===== src/dbgri_pkg.sv =====
// Package for the debug reset interaction block: constants and carrier types.
// Assumes a single 100 MHz core clock and an asynchronous active-low reset.
package dbgri_pkg;

  // ---------------------------------------------------------------------------
  // Constants
  // ---------------------------------------------------------------------------
  localparam int  NUM_CPU_DEF       = 2;     // CPUs with checker cores
  localparam int  CORE_CLK_MHZ      = 100;
  localparam int  BOOT_STOP_NS      = 2000;  // Startup time before the retained halt bites
  localparam int  BOOT_STOP_CYC     = (BOOT_STOP_NS * CORE_CLK_MHZ + 999) / 1000;
  localparam int  APP_RST_MIN_NS    = 100;   // Least length of an app reset pulse
  localparam int  APP_RST_MIN_CYC   = (APP_RST_MIN_NS * CORE_CLK_MHZ + 999) / 1000;
  localparam int  SHIFT_W           = 2;     // Serial config word: bit0 request, bit1 halt
  localparam logic        RST_REQ   = 1'b0;
  localparam logic        RST_HALT  = 1'b0;
  localparam logic [11:0] RST_CNT   = 12'h000;

  // ---------------------------------------------------------------------------
  // Types
  // ---------------------------------------------------------------------------
  typedef enum logic [1:0] {DBGRI_RUN, DBGRI_RESET, DBGRI_BOOT, DBGRI_HALTED} dbgri_state_t;

  // Serial config link from the debug tool, as sampled pins
  typedef struct packed {
    logic clk;
    logic sel;
    logic dat;
  } dbgri_link_t;

endpackage


===== src/dbgri_top.sv =====
// Debug reset interaction: app reset request from tool, retained debug halt,
// and post-reset lockstep alarm qualification per CPU.
// Assumes tool link pins are asynchronous; system reset request and CPU status
// come from logic on core_clk.
`timescale 1ns/1ps
module dbgri_top #(
  parameter int NUM_CPU = dbgri_pkg::NUM_CPU_DEF
) (
  input  wire logic                core_clk,
  input  wire logic                arst_n,
  input  wire logic                debugResetPulse,
  input  wire dbgri_pkg::dbgri_link_t linkPins,
  input  wire logic                sysResetReq,
  input  wire logic                debugSystemEnable,
  input  wire logic [NUM_CPU-1:0]  lockstepEnable,
  input  wire logic [NUM_CPU-1:0]  cpuHalted,
  input  wire logic [NUM_CPU-1:0]  perfCountEnable,
  input  wire logic [NUM_CPU-1:0]  cycleCountRead,
  output logic                     appResetReq,
  output logic                     appResetActive,
  output logic                     bootCpuHalt,
  output logic                     debugHaltStatus,
  output logic [NUM_CPU-1:0]       lockstepAlarm
);

  // ---------------------------------------------------------------------------
  // Link synchronisers
  // ---------------------------------------------------------------------------
  logic [2:0] syncA_q, syncB_q;
  logic       linkClkOld_q;
  always_ff @(posedge core_clk or negedge arst_n) begin
    if (!arst_n) begin
      syncA_q      <= 3'h0;
      syncB_q      <= 3'h0;
      linkClkOld_q <= 1'b0;
    end else begin
      syncA_q      <= linkPins;
      syncB_q      <= syncA_q;
      linkClkOld_q <= syncB_q[2];
    end
  end
  wire linkRise = syncB_q[2] & ~linkClkOld_q;
  wire linkSel  = syncB_q[1];
  wire linkDat  = syncB_q[0];

  // ---------------------------------------------------------------------------
  // Config word shifter; reset only by power-on/debug reset
  // ---------------------------------------------------------------------------
  logic [dbgri_pkg::SHIFT_W-1:0] shift_q, shift_d;
  logic                          selOld_q;
  logic                          req_q, req_d;
  logic                          halt_q, halt_d;
  // Word loads on the falling edge of select; the app reset never touches it
  always_comb begin
    shift_d = shift_q;
    req_d   = req_q;
    halt_d  = halt_q;
    if (linkSel && linkRise) begin
      shift_d = {linkDat, shift_q[dbgri_pkg::SHIFT_W-1:1]};
    end
    if (selOld_q && !linkSel) begin
      req_d  = shift_q[0];
      halt_d = shift_q[1];
    end
    if (debugResetPulse) begin
      req_d  = dbgri_pkg::RST_REQ;
      halt_d = dbgri_pkg::RST_HALT;
    end
  end
  always_ff @(posedge core_clk or negedge arst_n) begin
    if (!arst_n) begin
      shift_q  <= '0;
      selOld_q <= 1'b0;
      req_q    <= dbgri_pkg::RST_REQ;
      halt_q   <= dbgri_pkg::RST_HALT;
    end else begin
      shift_q  <= shift_d;
      selOld_q <= linkSel;
      req_q    <= req_d;
      halt_q   <= halt_d;
    end
  end

  // ---------------------------------------------------------------------------
  // Reset sequencer and boot halt
  // ---------------------------------------------------------------------------
  dbgri_pkg::dbgri_state_t st_q, st_d;
  logic [11:0] cnt_q, cnt_d;
  logic [NUM_CPU-1:0] haltAtRst_q, haltAtRst_d;
  logic [NUM_CPU-1:0] alarm_q;
  wire logic [NUM_CPU-1:0] alarm_d;
  logic               resetEvt;
  // Reset holds while request stands; retained halt stops boot after a while
  always_comb begin
    st_d        = st_q;
    cnt_d       = cnt_q;
    haltAtRst_d = haltAtRst_q;
    resetEvt    = 1'b0;
    case (st_q)
      dbgri_pkg::DBGRI_RUN, dbgri_pkg::DBGRI_HALTED: begin
        if (req_q || sysResetReq) begin
          resetEvt    = 1'b1;
          haltAtRst_d = cpuHalted;
          cnt_d       = dbgri_pkg::RST_CNT;
          st_d        = dbgri_pkg::DBGRI_RESET;
        end else if (st_q == dbgri_pkg::DBGRI_HALTED && !halt_q) begin
          st_d = dbgri_pkg::DBGRI_RUN;
        end
      end
      dbgri_pkg::DBGRI_RESET: begin
        if (cnt_q < 12'(dbgri_pkg::APP_RST_MIN_CYC)) begin
          cnt_d = cnt_q + 12'h001;
        end else if (!req_q) begin
          cnt_d = dbgri_pkg::RST_CNT;
          st_d  = dbgri_pkg::DBGRI_BOOT;
        end
      end
      dbgri_pkg::DBGRI_BOOT: begin
        if (!halt_q) begin
          st_d = dbgri_pkg::DBGRI_RUN;
        end else if (cnt_q >= 12'(dbgri_pkg::BOOT_STOP_CYC - 1)) begin
          st_d = dbgri_pkg::DBGRI_HALTED;
        end else begin
          cnt_d = cnt_q + 12'h001;
        end
      end
      default: st_d = dbgri_pkg::DBGRI_RUN;
    endcase
  end
  always_ff @(posedge core_clk or negedge arst_n) begin
    if (!arst_n) begin
      st_q            <= dbgri_pkg::DBGRI_RUN;
      cnt_q           <= dbgri_pkg::RST_CNT;
      haltAtRst_q     <= '0;
      alarm_q         <= '0;
      appResetReq     <= 1'b0;
      appResetActive  <= 1'b0;
      bootCpuHalt     <= 1'b0;
      debugHaltStatus <= 1'b0;
      lockstepAlarm   <= '0;
    end else begin
      st_q            <= st_d;
      cnt_q           <= cnt_d;
      haltAtRst_q     <= haltAtRst_d;
      alarm_q         <= alarm_d;
      appResetReq     <= req_d;
      appResetActive  <= (st_d == dbgri_pkg::DBGRI_RESET);
      bootCpuHalt     <= (st_d == dbgri_pkg::DBGRI_HALTED);
      debugHaltStatus <= halt_d;
      lockstepAlarm   <= alarm_d;
    end
  end

  // ---------------------------------------------------------------------------
  // Alarm qualification helpers
  // ---------------------------------------------------------------------------
  // Both enables must stand before any cause may raise a CPU's alarm.
  // Shared by the halt cause and the counter cause so they cannot drift apart.
  function automatic logic alarmAllowed(
    input logic lsEn,
    input logic dbgEn
  );
    return lsEn & dbgEn;
  endfunction

  // First cycle after the reset ends: the one moment the halt cause is judged.
  // Judging it once keeps a long boot from re-arming a cleared alarm.
  wire logic bootFirst = (st_q == dbgri_pkg::DBGRI_BOOT) && (cnt_q == dbgri_pkg::RST_CNT);

  // ---------------------------------------------------------------------------
  // Per-CPU lockstep alarm
  // ---------------------------------------------------------------------------
  // Each checker-equipped CPU has its own sticky alarm bit.
  // Reset entry clears the old alarm, but a cause in that same cycle still
  // wins, so a counter read that coincides with the reset is never lost.
  genvar g;
  generate
    for (g = 0; g < NUM_CPU; g++) begin : gen_alarm
      wire logic enabled;
      wire logic haltCause;
      wire logic countCause;
      wire logic kept;
      // Enables of this CPU and of the debug system
      assign enabled    = alarmAllowed(lockstepEnable[g], debugSystemEnable);
      // CPU was stopped when the reset hit
      assign haltCause  = bootFirst & enabled & haltAtRst_q[g];
      // Counters on and cycle count register read
      assign countCause = enabled & perfCountEnable[g] & cycleCountRead[g];
      // Old alarm survives unless a new reset starts
      assign kept       = resetEvt ? 1'b0 : alarm_q[g];
      // Set wins over the reset-entry clear
      assign alarm_d[g] = kept | haltCause | countCause;
    end
  endgenerate

endmodule


===== config.mk =====
export PLATFORM = sky130hd
export DESIGN_NAME = dbgri_top
export DESIGN_NICKNAME = d
export VERILOG_FILES = /design/src/dbgri_pkg.sv /design/src/dbgri_top.sv
export SDC_FILE = /design/constraint.sdc
export NUM_CORES = 1
export LEC_CHECK = 0
export CAP_MARGIN = 20
export CORE_ASPECT_RATIO = 1.2
export CORE_UTILIZATION = 45
export CTS_CLUSTER_DIAMETER = 100
export DETAILED_ROUTE_END_ITERATION = 12
export DONT_BUFFER_PORTS = 1
export GPL_ROUTABILITY_DRIVEN = 1
export PLACE_DENSITY = 0.6
export RECOVER_POWER = 100
export SYNTH_ARGS = -nofsm -noshare
export SYNTH_HDL_FRONTEND = slang
export SYNTH_SLANG_ARGS = --single-unit

===== constraint.sdc =====
create_clock -name core_clk -period 2.5 [get_ports core_clk]
set_input_delay 0.25 -clock core_clk [delete_from_list [all_inputs] [get_ports core_clk]]
set_output_delay 0.25 -clock core_clk [all_outputs]
set_load 0.1 [all_outputs]

==> out/results.tsv <==
stage	metric	value	unit
outcome	status	finished, violations left	
outcome	failing checks	max-capacitance violations, max-slew violations	
worst_setup_path	CP arrival	2.45	ns
route	drt initial violations	20	
clock_tree	CTS buffer count	5	
clock_tree	Root Driver	clkbuf_4	
sta	setup violators final	0	
logic_synthesis	Mapped Cells	130	
logic_synthesis	Syn Area/Cell	11.5	um^2
floorplan	Initial Util	48.1	%
layout	Area Growth Syn to Fin	13.0	%
floorplan	core region area	0.00311	mm^2
sta	Hold Slack	0.0718	ns
grt	Total GRT Usage	17.7	%
grt	first-pass GRT wire length	4370	um
route	final wirelength	2600	um
grt	pin count of the biggest net entering global routing	33	
logic_synthesis	area share of the largest cell type after synthesis	53.6	%
worst_setup_path	Worst setup SP type	register	
logic_synthesis	yosys warns	0	
sta	Post-Route Skew	0.0116	ns
route	Residual DRC	0	
floorplan	Cell Rows	22	
clock_tree	postcts setup bufs	0	
clock_tree	Max Root-Sink Buffers	2	
floorplan	# IOs	22	
logic_synthesis	Post-synth EDFFs	0	
logic_synthesis	Area contributors post-synth	dfrtp_1 54%, ha_1 4.2%, a22o_1 4.1%, mux2_2 3.0%, nor2_1 3.0%	
placed_design	RD Place Congestion	0.784	
route	post-DR vias/cell	5.62	
logic_synthesis	Post-synth top flop	dfrtp_1	
layout	Final #Nets	167	
worst_setup_path	Max Fanout on Critical Path	7	
grt	vias in the first global route	1017	
power	Leak Pwr	0.776	nW
sta	Slew @ Worst Pin	1.64	ns
layout	layout cell share with drive strength beyond 1	13.6	%
worst_setup_path	CP Capture Type	register	
logic_synthesis	sequential area share after synthesis	53.6	%
logic_synthesis	post-synthesis cell type count	38	
layout	sequential cell area	801	um^2
route	DRT antenna net count	0	
clock_tree	clock slew at reported path FFs	0.09	ns
sta	RSZ-0062 raised after global routing	no	
logic_synthesis	synthesized area	0.00150	mm^2
logic_synthesis	#FFs+latches synth	32	
clock_tree	CTS tree	built	
sta	fin crit share	89.5	%
sta	Slew Viols, Final	33	
flow_run	number of max-cap violations	1	
clock_tree	clock sink count	32	
logic_synthesis	Commonest cells post-synth	32 x dfrtp_1, 12 x nor2_1, 8 x o21ai_1	
worst_hold_path	Hold WC Path Type	in -> reg	
power	PwrDens	900	mW/mm^2
floorplan	Die Area	0.00356	mm^2
placed_design	# port buffers	0	
grt	number of antenna violations at the first check in global routing	0	
sta	final hold violation count	0	
worst_setup_path	critical path type	reg -> reg	
route	router iterations before antenna repair	4	
logic_synthesis	FFs w/ async S/R, synth	100	%
layout	multi-input logic area	661	um^2
sta	max_slew headroom	-9.19	%
grt	grt total ovfl	0	
layout	count of filler cells inserted in the layout	282	
sta	min Tclk post-route	2.24	ns
power	worst vdd ir	0.667	mV
worst_setup_path	flop-to-flop setup slack	0.26	ns
route	via count	1029	
placed_design	HPWL Detailed	1890	um
floorplan	die width	54.6	um
worst_setup_path	critical path required time	2.72	ns
sta	Max Freq	447	MHz
sta	TNS Setup	0	ns
logic_synthesis	cell taking the most area after synthesis	dfrtp_1	
clock_tree	later-pin clock latency in the skew report	0.33	ns
logic_synthesis	Mapped Nets	151	
floorplan	DIE HEIGHT	65.1	um
route	routed len/inst	14.2	um
logic_synthesis	most common cell in the netlist	dfrtp_1	
clock_tree	H-tree levels	2	
layout	ANT cells	0	
layer usage:
layer / track usage, % / share of wire [%] / vias up
li1: - / - / 516
met1: 20.8 / 46 / 485
met2: 27.6 / 47 / 19
met3: 5.09 / 4.6 / 9
met4: 10.6 / 2.5 / 0
met5: 0 / 0 / -
cells in the final DEF (no fill, tap or decap), types with 3 or more instances in the layout:
cell type	count
clkbuf_1	4
dlygate4sd3_1	5
buf_4	3
a31oi_1	3
o21ai_1	4
ha_1	5
nor2b_1	5
dfrtp_1	32
and3_1	4
o21ai_0	7
nand2_1	4
inv_1	6
nor2_1	12
clkbuf_4	5
nand3_1	5
a22o_1	7
and2_1	3
mux2_2	4
worst max-delay path, stage by stage (launching register included):
cell and delay [ns]:
dfrtp_1 0.42, ha_1 0.23, a2111oi_2 0.41, o211ai_1 0.18, a221oi_4 0.37, buf_4 0.19, o21ai_0 0.09, a22o_1 0.23
state kept, by name, indices dropped and copies added, names as in the netlist:
register         count
debugHaltStatus      1
syncB_q              3
st_q                 2
linkClkOld_q         1
syncA_q              3
haltAtRst_q          2
bootCpuHalt          1
cnt_q               12
selOld_q             1
alarm_q              2
shift_q              2
appResetReq          1
appResetActive       1
repair_timing:
action | in CTS | in global routing
gates resized for setup | 0 | 0
endpoints found under the hold margin | 37 | 0
hold buffers | 6 | 0
power breakdown:
part           internal (mW)  switching, mW
logic                  0.163          0.223
registers              0.585          0.169
clock network          0.210          0.170
logic make-up (layout without fill, tap and decap cells):
family / Yosys count / in the layout / synth area share (%)
DFF: 32 / 32 / 53.6
buffers and inverters: 8 / 25 / 2.26
AOI/OAI and AO/OA: 36 / 36 / 19.0
and+or+nand+nor: 43 / 43 / 16.7
muxes: 6 / 6 / 4.35
adders and majority gates: 5 / 5 / 4.18
area by class of cell:
type,count,share of cell area (%)
Inverter,6,1.33
Tap cell,36,2.67
Multi-Input combinational cell,90,39.1
Clock buffer,6,2.44
Timing Repair Buffer,11,4.96
Clock inverter,2,2.07
Sequential cell,32,47.4
final timing paths:
check / from / to / depth (start not counted)
setup / recovery: cnt_q[1] / cnt_q[2] / 7
min in group asynchronous: arst_n / syncB_q[1] / 2
hold / removal: cpuHalted[1] / haltAtRst_q[1] / 1
max in group asynchronous: arst_n / cnt_q[3] / 2
setup reg to reg: cnt_q[1] / cnt_q[2] / 7
hold reg to reg: syncA_q[2] / syncB_q[2] / 0
stage by stage:
step / cell area, um^2 / utilization [%] / power, mW / setup WS [ns] / instances
detailed placement: 1570 / 50.4 / 1.14 / 0.290 / 169
floorplan: 1500 / - / 1.05 / 0.263 / 130
CTS: 1710 / 55.1 / 1.54 / 0.261 / 183
global placement: 1570 / 50.4 / 1.14 / 0.352 / 169
global route: 1690 / 54.3 / 1.62 / 0.0458 / 183
finish: 1690 / 54.3 / 1.52 / 0.263 / 183
No activity file was read; power rests on OpenSTA's default activity.
